[src/inc/vust_defs.vh]
// Constants for the vector upper-half state tracker
`ifndef VUST_DEFS_VH
`define VUST_DEFS_VH
// Tracker states
`define VUST_ST_CLEAN 2'h0
`define VUST_ST_MOD 2'h1
`define VUST_ST_PRES 2'h2
// Instruction classes
`define VUST_OP_NONE 3'h0
`define VUST_OP_LEGACY 3'h1
`define VUST_OP_WIDE128 3'h2
`define VUST_OP_WIDE256 3'h3
`define VUST_OP_CLRUP 3'h4
`define VUST_OP_RSTOR 3'h5
`define VUST_OP_CLRALL 3'h6
`define VUST_OP_SAVE 3'h7
// Penalty codes
`define VUST_PEN_NONE 3'h0
`define VUST_PEN_A 3'h1
`define VUST_PEN_B 3'h2
`define VUST_PEN_C 3'h3
`define VUST_PEN_D 3'h4
// Register count and index width
`define VUST_NREG 16
`define VUST_IDXW 4
// Reset value of per-register dirty mask
`define VUST_MASK_RST 16'h0000
// Reset values of the single-bit flags
`define VUST_FLAG_RST 1'h0
`define VUST_ZERO_RST 1'h1
`endif

[src/rtl/vust_next_state.v]
// Next-state and penalty lookup of the upper-half tracker
`timescale 1ns/1ns
`default_nettype none
`include "vust_defs.vh"
module vust_next_state
(
   input wire [1:0] state_i,
   input wire [2:0] op_i,
   input wire later_i,
   input wire image_dirty_i,
   output reg [1:0] nxt_state_o,
   output reg [2:0] penalty_o
);
   // Transition table for both implementations
   always @*
   begin
      nxt_state_o = state_i;
      penalty_o = `VUST_PEN_NONE;
      case (op_i)
         `VUST_OP_LEGACY:
         begin
            if (state_i == `VUST_ST_MOD)
            begin
               if (later_i)
               begin
                  penalty_o = `VUST_PEN_A;
               end
               else
               begin
                  nxt_state_o = `VUST_ST_PRES;
                  penalty_o = `VUST_PEN_A;
               end
            end
            // Clean and preserved stay put, no cost
         end
         `VUST_OP_WIDE128, `VUST_OP_WIDE256:
         begin
            nxt_state_o = `VUST_ST_MOD;
            if (state_i == `VUST_ST_PRES && !later_i)
            begin
               penalty_o = `VUST_PEN_B;
            end
         end
         `VUST_OP_CLRUP, `VUST_OP_CLRALL:
         begin
            nxt_state_o = `VUST_ST_CLEAN;
            if (state_i == `VUST_ST_PRES && !later_i)
            begin
               penalty_o = `VUST_PEN_D;
            end
         end
         `VUST_OP_RSTOR:
         begin
            if (image_dirty_i)
            begin
               nxt_state_o = `VUST_ST_PRES;
               penalty_o = `VUST_PEN_C;
            end
            else
            begin
               nxt_state_o = `VUST_ST_CLEAN;
            end
         end
         default:
         begin
            nxt_state_o = state_i;
            penalty_o = `VUST_PEN_NONE;
         end
      endcase
   end
endmodule // vust_next_state
`default_nettype wire

[src/rtl/vust_tracker.v]
// Upper-half state tracker for the wide vector register collection
`timescale 1ns/1ns
`default_nettype none
`include "vust_defs.vh"
module vust_tracker
(
   input wire clk_i,
   input wire rst_n_i,
   input wire retire_valid_i,
   input wire [2:0] retire_op_i,
   input wire [3:0] retire_dst_i,
   input wire image_dirty_i,
   input wire later_impl_i,
   output wire resp_valid_o,
   output wire [1:0] state_o,
   output wire [2:0] penalty_o,
   output wire dst_dep_o,
   output wire blend_o,
   output wire upper_zero_o,
   output wire [15:0] upper_dirty_o
);
   // ****************************************
   // Declarations
   // ****************************************
   // Registered copies of every output
   reg resp_valid_ff;
   reg [1:0] state_ff;
   reg [2:0] penalty_ff;
   reg dst_dep_ff;
   reg blend_ff;
   reg upper_zero_ff;
   reg [15:0] dirty_ff;
   // Next values of the registers above
   reg nxt_resp_valid;
   reg nxt_dst_dep;
   reg nxt_blend;
   reg nxt_upper_zero;
   wire [1:0] nxt_state;
   wire [2:0] nxt_penalty;
   wire [15:0] nxt_dirty;
   // Decoded view of the retiring instruction
   wire [2:0] op_eff;
   wire is_legacy;
   wire dst_upper_live;

   // ****************************************
   // Instruction decode
   // ****************************************
   // Idle cycles look like no instruction, so stale fields do no harm
   assign op_eff = retire_valid_i ? retire_op_i : `VUST_OP_NONE;
   // Legacy writes are the only ones that can need a blend
   assign is_legacy = (op_eff == `VUST_OP_LEGACY);
   // Destination upper half still holds data from a full-width write or a dirty restore
   assign dst_upper_live = dirty_ff[retire_dst_i];

   // ****************************************
   // Tracker state and penalty lookup
   // ****************************************
   // Shared transition table; the registers below only hold its result
   vust_next_state u_next
   (
      .state_i(state_ff),
      .op_i(op_eff),
      .later_i(later_impl_i),
      .image_dirty_i(image_dirty_i),
      .nxt_state_o(nxt_state),
      .penalty_o(nxt_penalty)
   );

   // ****************************************
   // Dependency and blend in the later form
   // ****************************************
   // A legacy write in modified state merges into a live upper half, so
   // issue must wait for the old value and blend it in; a register whose
   // upper half is zero needs neither, and clean state never merges
   always @*
   begin
      nxt_dst_dep = 1'h0;
      nxt_blend = 1'h0;
      if (later_impl_i && is_legacy && (state_ff == `VUST_ST_MOD))
      begin
         nxt_dst_dep = dst_upper_live;
         nxt_blend = dst_upper_live;
      end
   end

   // ****************************************
   // Response strobe and zero flag
   // ****************************************
   // One response per retired instruction; clean means no upper bit is set
   always @*
   begin
      nxt_resp_valid = retire_valid_i;
      nxt_upper_zero = (nxt_state == `VUST_ST_CLEAN);
   end

   // ****************************************
   // Per-register upper-bit tracking
   // ****************************************
   // One mask bit per register: its upper half may hold non-zero data
   genvar g;
   generate
      for (g = 0; g < `VUST_NREG; g = g + 1)
      begin : g_reg
         reg nxt_bit;
         always @*
         begin
            nxt_bit = dirty_ff[g];
            case (op_eff)
               `VUST_OP_WIDE128:
               begin
                  // Upper half forced to zero on the destination
                  if (retire_dst_i == g)
                  begin
                     nxt_bit = 1'h0;
                  end
               end
               `VUST_OP_WIDE256:
               begin
                  // Full-width write leaves live data in the upper half
                  if (retire_dst_i == g)
                  begin
                     nxt_bit = 1'h1;
                  end
               end
               `VUST_OP_CLRUP, `VUST_OP_CLRALL:
               begin
                  nxt_bit = 1'h0;
               end
               `VUST_OP_RSTOR:
               begin
                  // A dirty image may leave any register with upper data
                  nxt_bit = image_dirty_i;
               end
               default:
               begin
                  // Legacy writes leave the upper bits alone
                  nxt_bit = dirty_ff[g];
               end
            endcase
         end
         assign nxt_dirty[g] = nxt_bit;
      end
   endgenerate

   // ****************************************
   // Registered results
   // ****************************************
   // Tracker state; a clear lands on its own retiring edge, seen one cycle after the retire
   always @(posedge clk_i or negedge rst_n_i)
   begin
      if (!rst_n_i)
      begin
         state_ff <= `VUST_ST_CLEAN;
      end
      else
      begin
         state_ff <= nxt_state;
      end
   end

   // Penalty code, meaningful in the response cycle only
   always @(posedge clk_i or negedge rst_n_i)
   begin
      if (!rst_n_i)
      begin
         penalty_ff <= `VUST_PEN_NONE;
      end
      else
      begin
         penalty_ff <= nxt_penalty;
      end
   end

   // Response strobe, one cycle per retired instruction
   always @(posedge clk_i or negedge rst_n_i)
   begin
      if (!rst_n_i)
      begin
         resp_valid_ff <= `VUST_FLAG_RST;
      end
      else
      begin
         resp_valid_ff <= nxt_resp_valid;
      end
   end

   // Dependency and blend requests to the issue logic
   always @(posedge clk_i or negedge rst_n_i)
   begin
      if (!rst_n_i)
      begin
         dst_dep_ff <= `VUST_FLAG_RST;
         blend_ff <= `VUST_FLAG_RST;
      end
      else
      begin
         dst_dep_ff <= nxt_dst_dep;
         blend_ff <= nxt_blend;
      end
   end

   // Upper-zero flag, set whenever the tracker is clean
   always @(posedge clk_i or negedge rst_n_i)
   begin
      if (!rst_n_i)
      begin
         upper_zero_ff <= `VUST_ZERO_RST;
      end
      else
      begin
         upper_zero_ff <= nxt_upper_zero;
      end
   end

   // Per-register upper mask, all clear out of reset
   always @(posedge clk_i or negedge rst_n_i)
   begin
      if (!rst_n_i)
      begin
         dirty_ff <= `VUST_MASK_RST;
      end
      else
      begin
         dirty_ff <= nxt_dirty;
      end
   end

   // ****************************************
   // Outputs
   // ****************************************
   // Every output is a plain copy of its register
   assign resp_valid_o = resp_valid_ff;
   assign state_o = state_ff;
   assign penalty_o = penalty_ff;
   assign dst_dep_o = dst_dep_ff;
   assign blend_o = blend_ff;
   assign upper_zero_o = upper_zero_ff;
   assign upper_dirty_o = dirty_ff;
endmodule // vust_tracker
`default_nettype wire

[config.mk]
export PLATFORM = sky130hd
export DESIGN_NAME = vust_tracker
export DESIGN_NICKNAME = d
export VERILOG_FILES = /design/src/rtl/vust_next_state.v /design/src/rtl/vust_tracker.v
export VERILOG_INCLUDE_DIRS = /design/src /design/src/inc
export SDC_FILE = /design/constraint.sdc
export NUM_CORES = 1
export LEC_CHECK = 0
export ABC_AREA = 1
export BUFFER_PORTS_ARGS = -buffer_cell sky130_fd_sc_hd__clkbuf_2
export CAP_MARGIN = 25
export CELL_PAD_IN_SITES_DETAIL_PLACEMENT = 0
export CELL_PAD_IN_SITES_GLOBAL_PLACEMENT = 2
export CORE_MARGIN = 2
export CORE_UTILIZATION = 29
export DETAILED_ROUTE_END_ITERATION = 16
export PLACE_DENSITY_LB_ADDON = 0.12
export SKIP_CTS_REPAIR_TIMING = 1
export SLEW_MARGIN = 20
export SYNTH_ARGS = -nofsm -noshare
export SYNTH_HDL_FRONTEND = slang
export SYNTH_SLANG_ARGS = --single-unit
export TNS_END_PERCENT = 100
[constraint.sdc]
create_clock -name clk_i -period 2 [get_ports clk_i]
set_clock_uncertainty 0.05 [all_clocks]
set_input_delay 0.1 -clock clk_i [delete_from_list [all_inputs] [get_ports clk_i]]
set_output_delay 0.1 -clock clk_i [all_outputs]
set_load 0.01 [all_outputs]
# Yosys cells after proc, flatten, opt, wreduce, memory -nomap -nowiden
# Cells that the tools add are included.
# totals
regBits,24
in_bits,12
# op_classes
muxes,61
n_reduce_logical,25
eq_ne,55
order_cmp,1
# ops
cell,n
"inequality test 2 bit, second input constant",32
one-hot mux 1 bit (4 select lines),16
AND reduction 3 bit,16
2-to-1 mux 1 bit,35
"== test 4 bit, second input constant",8
"== test 4 x 3 -> 1 bit, second input constant",4
one-hot mux 3 bit (4 select lines),1
2-to-1 mux 2 bit,5
"== test 3 bit, second input constant",3
"== test 4 x 2 -> 1 bit, second input constant",2
one-hot mux 2 bit (4 select lines),1
"== test 3 x 2 -> 1 bit, second input constant",2
2-to-1 mux 3 bit,2
"< comparator 4 x 5 -> 1 bit, second input constant",1
binary-select mux 1 bit (select 4 bit),1
"== test 4 x 1 -> 1 bit, second input constant",1
logical NOT 4 bit,1
nonzero test 4 bit,1
OR reduction 2 bit,2
"== test 3 x 1 -> 1 bit, second input constant",1
logical AND 1 bit,3
"== test 2 x 1 -> 1 bit, second input constant",1
"== test 2 bit, second input constant",1
logical NOT 2 bit,1
logical NOT 1 bit,1

# Depth between registers and ports, before layout
# Gate-level depths: netlist of the first run.
# logic_depth
depth_word,5
ltp_mapped,9
ltp_nobuf,8

# Cells and area by module
# From an unflattened synthesis of the first run, not the netlist that was laid out.
# hier_totals
cells_unflattened,231
hier_area_um2,1542.7
# modules_own_cells
mod,area_per_inst_um2,cells_per_inst,instances
vust_tracker,1426.4,204,1
vust_next_state,116.4,27,1

# Least setup slack after synthesis of the first run
# Ideal clock, no wire load.
# synth_path
path_type,input to register
startpoint,input retire_dst_i[0]
endpoint,"register dirty_ff[10], in the netlist upper_dirty_o[10]"
slack_ns,0.956
stages,7
setup_time_ns,0.118
required_time_ns,1.832
arrival_time_ns,0.876
n_path_buf,1
cell_sequence,buf_2 inv_1 nand2_1 o21ai_0 nand2_1 nand2_1 nand2_1
# synth_via
elab_chain_len,3
# synth_lines
element,line,rtl
start: declaration,vust_tracker.v:11,"input wire [3:0] retire_dst_i,"
== test 4 bit *,"vust_tracker.v:113, vust_tracker.v:121",
inequality test 2 bit (no line),n/a,
AND reduction 3 bit (no line) *,n/a,
end signal: assignment,vust_tracker.v:221,dirty_ff <= `VUST_MASK_RST;
end signal: assignment,vust_tracker.v:225,dirty_ff <= nxt_dirty;
end: declaration,vust_tracker.v:32,reg [15:0] dirty_ff;
# Every way passes the cells marked *; elsewhere a longest branch is shown, timed or not.
# A chain may end at the register's enable or synchronous reset.

# Final worst setup path of the first run
# layout_path
startpoint,input retire_valid_i
endpoint,"register dirty_ff[1], in the netlist upper_dirty_o[1]"
# layout_via
elab_chain_len,5
# layout_lines
element,line,rtl
start: declaration,vust_tracker.v:9,"input wire retire_valid_i,"
2-to-1 mux 3 bit (no line) *,n/a,
== test 3 bit,vust_tracker.v:109,case (op_eff)
OR reduction 2 bit,vust_tracker.v:109,
nonzero test 4 bit (no line),n/a,
AND reduction 3 bit (no line),n/a,
# Marked as above.

==> reports/qor.tcl, run 1 <==
set qor(run_status) {completed}
set qor(first_iter_violations) 72
set qor(route.detailed.vias_per_inst) 4.389
set qor(share_comb_of_total_power) 0.226
set qor(worst_path_dominant_cell_family) {buffers and inverters}
set qor(timing_max_transition_violations_final) 0
set qor(path_max_fanout) 9
set qor(dp.final_hpwl_um) 2839
set qor(final.setup.tns_ns) 0
set qor(share_clk_of_total_power) 0.274
set qor(min-delay-start) {image_dirty_i}
set qor(clock.fmax_mhz) 626.7
set qor(drt.antenna.violating_nets) 0
set qor(postSynthNetCount) 224
set qor(place.gp.congestion) 0.7457
set qor(hold_viol_final) 0
set qor(std_cell_rows) 25
set qor(routed-via-count) 1387
set qor(sequential_share_of_the_synthesized_area) 0.4257
set qor(fin_nets) 262
set qor(cp.arrival_ns) 1.75
set qor(critPathLaunch) {retire_valid_i}
set qor(worstSetupPathType) {in2reg}
set qor(drt_pass1_iterations) 4
set qor(layout.cells.most_common) {sky130_fd_sc_hd__nand2_1}
set qor(die-height_um) 73.83
set qor(slew_headroom) 0.5868
set qor(number_of_global_route_vias_before_repair) 1317
set qor(category_of_the_worst_setup_path_capture_point) {flip-flop}
set qor(clkTransAtPathRegs_ns) 0.09
set qor(cell_internal_pwr_mw) 0.7571
set qor(io_buffers) 36
set qor(finalCriticalPeriod_ns) 1.596
set qor(numCtsBuffers) 3
set qor(postSynthRegisterBits) 24
set qor(crit_path_top_delay_cell) {sky130_fd_sc_hd__dlygate4sd3_1}
set qor(grt_setup_unrepaired) {no}
set qor(ys.warnings.count) 0
set qor(post_route_cells_drive_above_1_share) 0.1968
set qor(placedInstanceArea_mm2) 0.001649
set qor(routed_wire_length_per_instance_um) 11.87
set qor(timing.final.crit_share) 0.7978
set qor(initial_core_util) 0.2993
set qor(cts_max_level) 1
set qor(core_mm2) 0.004723
set qor(synth_cell_type_count) 19
set qor(worst_path_most_repeated_cell) {sky130_fd_sc_hd__nand2_1}
set qor(power.switching_mw) 0.3547
set qor(post_synth_instance_area_mm2) 0.001414
set qor(dieArea_mm2) 0.005450
set qor(largest_incremental_delay_on_the_critical_path_ns) 0.52
set qor(timing.critical_path.from_type) {input port}
set qor(globalRoute.totalOverflow) 0
set qor(seq_power_share) 0.500
set qor(syn_inst) 212
set qor(powerDensity_mw_per_mm2) 648.6
set qor(stdcell_area_mm2) 0.001714
set qor(worst_skew_pair.late_latency_ns) 0.27
set qor(cts.path.max_buffers) 2
set qor(clock_tree.root_cell) {sky130_fd_sc_hd__clkbuf_8}
set qor(antenna_violations_before_repair) 0
set qor(dpl_worst_slack_ns) 0.6397
set qor(grt_start_max_net_pins) 33
set qor(cellLeakagePower_nw) 0.9699
set qor(drcViolationCount) 0
set qor(flow.area_growth_from_synthesis_pct) 21.24
set qor(setup_viol) 0
set qor(cp_data_required_time_ns) 2.16
set qor(post-route-worst-setup-slack_ns) 0.4044
set qor(fillers) 527
set qor(critical_path.cell_chain) {dlygate4sd3_1 > clkbuf_2 > nand2_1 > nor2_4 > nand3_2 > o21ai_2 > buf_4 > nand3_1 > nand2_1}
set qor(maxCapViolations) 0
set qor(postSynthAreaPerCell_um2) 6.669
set qor(hold_path_class) {in2reg}
set qor(tritoncts) {built}
set qor(worst-slew-pin-transition_ns) 0.6198
set qor(grt.total_usage) 0.1519
set qor(vdd_ir_drop_max_v) 0.0002259
set qor(critical_path.n_buffers_inverters) 3
set qor(die_width_um) 73.83
set qor(reg2reg_from) {state_o[1]}
set qor(top_level_ports) 37
set qor(routed_wirelength_um) 3750
set qor(power.switching_fraction) 0.3190
set qor(number_of_sinks_on_the_clock_net) 24
set qor(antenna_cells) 0
set qor(grt_pass1_wl_um) 6279
set qor(final_cell_mix) {sky130_fd_sc_hd__nand2_1, sky130_fd_sc_hd__clkbuf_2, sky130_fd_sc_hd__inv_1, sky130_fd_sc_hd__dfrtp_1, sky130_fd_sc_hd__nand3_1}
-- registers in the layout, summed over array words and instances, names as in the netlist --
name           cells
state_o            2
penalty_o          3
blend_o            1
upper_dirty_o     16
upper_zero_o       1
resp_valid_o       1
-- tightest hold or removal path, cell delays in order --
cell                       delay, ns
sky130_fd_sc_hd__clkbuf_2       0.09
sky130_fd_sc_hd__nand3_2        0.10
sky130_fd_sc_hd__nand2_1        0.06
-- cells in the mapped netlist --
cell | instances | area (µm²)
sky130_fd_sc_hd__nand2_1 | 94 | 352.8
sky130_fd_sc_hd__buf_6 | 1 | 11.26
sky130_fd_sc_hd__buf_4 | 1 | 7.510
sky130_fd_sc_hd__nand3b_1 | 1 | 7.510
sky130_fd_sc_hd__nand3_1 | 20 | 100.1
sky130_fd_sc_hd__o21ai_1 | 2 | 10.01
sky130_fd_sc_hd__inv_2 | 2 | 7.510
sky130_fd_sc_hd__nand3_2 | 3 | 30.03
sky130_fd_sc_hd__dfrtp_1 | 23 | 575.6
sky130_fd_sc_hd__o21ai_0 | 16 | 80.08
sky130_fd_sc_hd__inv_1 | 23 | 86.33
sky130_fd_sc_hd__nor2_1 | 14 | 52.55
sky130_fd_sc_hd__nor3_1 | 1 | 5.000
sky130_fd_sc_hd__dfstp_2 | 1 | 26.28
sky130_fd_sc_hd__nor2_4 | 1 | 11.26
sky130_fd_sc_hd__o21ai_2 | 1 | 8.760
sky130_fd_sc_hd__buf_2 | 5 | 25.02
sky130_fd_sc_hd__nand4_1 | 1 | 6.260
sky130_fd_sc_hd__a21oi_1 | 2 | 10.01
-- per-stage QoR --
stage	std cells	hold WS (ns)	power, mW	util
4_1_cts	314	-0.1968	1.131	0.3587
3_3_place_gp	310	0.1033	0.8254	0.3491
3_5_place_dp	310	0.1012	0.8216	0.3491
6_report	316	0.06150	1.112	0.3629
2_1_floorplan	212	-0.2456	0.7155	-
5_1_grt	316	0.07815	1.198	0.3629
-- power by group through the flow --
stage                     Sequential (mW)  Combinational (mW)  Clock, mW
after floorplan                     0.581               0.135          0
after CTS                           0.558               0.255      0.318
final                               0.556               0.251      0.304
after detailed placement            0.567               0.254          0
after global routing                0.564               0.294      0.340
after global placement              0.568               0.258          0
-- final cells by class --
cell class | instances | area, µm² | share of cell area
multi-input cells | 156 | 674.4 | 0.3934
clock buffers | 4 | 45.04 | 0.02628
inverters | 25 | 93.84 | 0.05474
flip-flops and latches | 24 | 601.8 | 0.3511
repair buffers | 40 | 215.2 | 0.1255
well taps | 67 | 83.83 | 0.04891
-- worst paths after layout --
check / endpoint / slack (ns) / cells past startpoint
max: upper_dirty_o[1] / 0.40 / 9
min: penalty_o[0] / 0.06 / 3
max reg2reg: blend_o / 0.94 / 5
min reg2reg: upper_dirty_o[14] / 0.46 / 2
max in group asynchronous: upper_dirty_o[14] / 1.17 / 2
min in group asynchronous: upper_dirty_o[2] / 0.32 / 2
-- logic make-up (layout without fill, tap and decap cells) --
| group | count (synthesis) | after routing | share of synthesized area |
|---|---|---|---|
| DFF | 24 | 24 | 0.4257 |
| AOI/OAI and AO/OA | 21 | 21 | 0.07700 |
| and+or+nand+nor | 135 | 135 | 0.4000 |
| buffers and inverters | 32 | 69 | 0.09734 |
-- layer usage --
metal  part of all wire  track usage
met1               0.48       0.2051
met2               0.48       0.2550
met3              0.027      0.02195
met4             0.0064      0.03636
met5                  0            0
Note: power is estimated with default switching activity, not from simulation.
==> inputs of run 2 (changes only) <==
- CORE_UTILIZATION: 29 -> 27
- clock period: 2 -> 1.6 ns (I/O delays scaled with it)
==> reports/qor.tcl, run 2 (synthesized netlist as in run 1, its figures left out) <==
set qor(place.gp.congestion) 0.7342 ;# -1.5%
set qor(timing_max_transition_violations_final) 0 ;# unchanged
set qor(route.detailed.vias_per_inst) 4.306 ;# -1.9%
set qor(drt_pass1_iterations) 4 ;# unchanged
set qor(antenna_violations_before_repair) 0 ;# unchanged
set qor(post_route_cells_drive_above_1_share) 0.2040 ;# +0.007213
set qor(run_status) {completed}
set qor(power.switching_mw) 0.4554 ;# +28%
set qor(routed_wirelength_um) 3870 ;# +3.2%
set qor(route.met3.wl_um) 119 ;# +17%
set qor(die-height_um) 76.37 ;# +3.4%
set qor(grt.total_usage) 0.1423 ;# -0.009559
set qor(worstSetupPathType) {in2reg}
set qor(clock_tree.root_cell) {sky130_fd_sc_hd__clkbuf_8}
set qor(dieArea_mm2) 0.005832 ;# +7.0%
set qor(number_of_flip_flops_in_the_largest_register) 16 ;# unchanged
set qor(highest-signal-layer) {met4}
set qor(grt_pass1_wl_um) 6610 ;# +5.3%
set qor(share_clk_of_total_power) 0.294 ;# +0.020
set qor(rrSetupSlack_ns) 0.53 ;# -0.41 ns
set qor(setup_viol) 0 ;# unchanged
set qor(detailroute.wirelength.met2_um) 1804 ;# -0.66%
set qor(hold_viol_final) 0 ;# unchanged
set qor(powerDensity_mw_per_mm2) 830.1 ;# +28%
set qor(cellLeakagePower_nw) 0.9845 ;# +1.5%
set qor(timing.critical_path.from_type) {input port}
set qor(cts.path.max_buffers) 2 ;# unchanged
set qor(post-route-worst-setup-slack_ns) 0.1689 ;# -0.2355 ns
set qor(io_buffers) 36 ;# unchanged
set qor(timing.final.crit_share) 0.8944
set qor(dp.final_hpwl_um) 2833 ;# -0.18%
set qor(final.hold.worst_slack_ns) 0.04463 ;# -0.01687 ns
set qor(drt.antenna.violating_nets) 0 ;# unchanged
set qor(routed-via-count) 1378 ;# -0.65%
set qor(layoutNonFillerInstCount) 320 ;# +1.3%
set qor(number_of_global_route_vias_before_repair) 1369 ;# +3.9%
set qor(maxCapViolations) 0 ;# unchanged
set qor(share_comb_of_total_power) 0.224 ;# -0.002
set qor(category_of_the_worst_setup_path_capture_point) {flip-flop}
set qor(core_mm2) 0.005075 ;# +7.4%
set qor(clock.fmax_mhz) 698.8
set qor(vdd_ir_drop_max_v) 0.0003421 ;# +51%
set qor(seq_power_share) 0.483 ;# -0.017
set qor(final_cell_mix) {sky130_fd_sc_hd__nand2_1, sky130_fd_sc_hd__clkbuf_2, sky130_fd_sc_hd__inv_1, sky130_fd_sc_hd__dfrtp_1, sky130_fd_sc_hd__nand3_1}
set qor(finalCriticalPeriod_ns) 1.431
set qor(tritoncts) {built}
set qor(fin_nets) 263 ;# +0.38%
set qor(std_cell_rows) 26 ;# +4.0%
set qor(final.setup.tns_ns) 0 ;# unchanged
set qor(cell_total_after_placement) 314 ;# +1.3%
set qor(top_level_ports) 37 ;# unchanged
set qor(antenna_cells) 0 ;# unchanged
set qor(cp.arrival_ns) 1.60 ;# -0.15 ns
set qor(layout.cells.most_common) {sky130_fd_sc_hd__nand2_1}
set qor(worst-slew-pin-transition_ns) 0.6492 ;# +0.02944 ns
set qor(fin_util) 0.3444 ;# -0.01849
set qor(dpl_worst_slack_ns) 0.4141 ;# -0.2256 ns
set qor(cell_internal_pwr_mw) 0.9956 ;# +31%
set qor(initial_core_util) 0.2786 ;# -0.02074
set qor(flow.area_growth_from_synthesis_pct) 23.63
set qor(fillers) 585 ;# +11%
set qor(routed_wire_length_per_instance_um) 12.09 ;# +1.9%
set qor(met1_length_um) 1899 ;# +5.1%
set qor(design_power_total_mw) 1.451 ;# +31%
set qor(drcViolationCount) 0 ;# unchanged
set qor(path_max_fanout) 16 ;# +7
set qor(cp_data_required_time_ns) 1.77 ;# -0.39 ns
set qor(numCtsBuffers) 3 ;# unchanged
set qor(stdcell_area_mm2) 0.001748 ;# +2.0%
set qor(first_iter_violations) 84 ;# +17%
set qor(hold_path_class) {in2reg}
set qor(slew_headroom) 0.5672 ;# -0.01962
set qor(grt_start_max_net_pins) 33 ;# unchanged
set qor(worst_skew_pair.late_latency_ns) 0.27 ;# about the same
set qor(clkTransAtPathRegs_ns) 0.09 ;# about the same
set qor(globalRoute.totalOverflow) 0 ;# unchanged
set qor(grt_setup_unrepaired) {no}
set qor(cts_max_level) 1 ;# unchanged
set qor(power.switching_fraction) 0.3139 ;# -0.005161
set qor(die_width_um) 76.37 ;# +3.4%
set qor(number_of_sinks_on_the_clock_net) 24 ;# unchanged
set qor(placedInstanceArea_mm2) 0.001673 ;# +1.4%
[run 2: worst paths after layout]
check | start | endpoint | cells past startpoint
max | retire_valid_i | upper_dirty_o[0] | 9
min | image_dirty_i | penalty_o[0] | 3
max reg2reg | state_o[1] | upper_zero_o | 5
min reg2reg | upper_dirty_o[14] | upper_dirty_o[14] | 2
max in group asynchronous | rst_n_i | penalty_o[0] | 2
min in group asynchronous | rst_n_i | resp_valid_o | 2
[run 2: power groups by stage]
| stage | Combinational, mW | Clock (mW) | Sequential, mW |
|---|---|---|---|
| after floorplan | 0.168 | 0 | 0.726 |
| after global placement | 0.330 | 0 | 0.713 |
| after detailed placement | 0.327 | 0 | 0.712 |
| after CTS | 0.327 | 0.450 | 0.701 |
| after global routing | 0.375 | 0.474 | 0.708 |
| final | 0.324 | 0.426 | 0.700 |
[run 2: final cells by class]
class	count	area, µm²	share of cell area
multi-input cells	156	674.4	0.3858
flip-flops and latches	24	601.8	0.3443
repair buffers	41	235.2	0.1346
inverters	25	93.84	0.05369
well taps	70	87.58	0.05011
clock buffers	4	55.05	0.03150
[run 2: metal layers]
metal  global-route usage  vias to the layer above
li1                     -                      734
met1               0.1981                      606
met2               0.2301                       33
met3              0.01896                        5
met4              0.04364                        0
met5                    0                        -
[run 2: worst max-delay path: stages]
cell                            delay (ns)
sky130_fd_sc_hd__dlygate4sd3_1        0.52
sky130_fd_sc_hd__clkbuf_2             0.15
sky130_fd_sc_hd__nand2_1              0.11
sky130_fd_sc_hd__nor2_4               0.13
sky130_fd_sc_hd__nand3_2              0.12
sky130_fd_sc_hd__o21ai_2              0.07
sky130_fd_sc_hd__buf_4                0.23
sky130_fd_sc_hd__nand3_1              0.10
sky130_fd_sc_hd__nand2_1              0.07
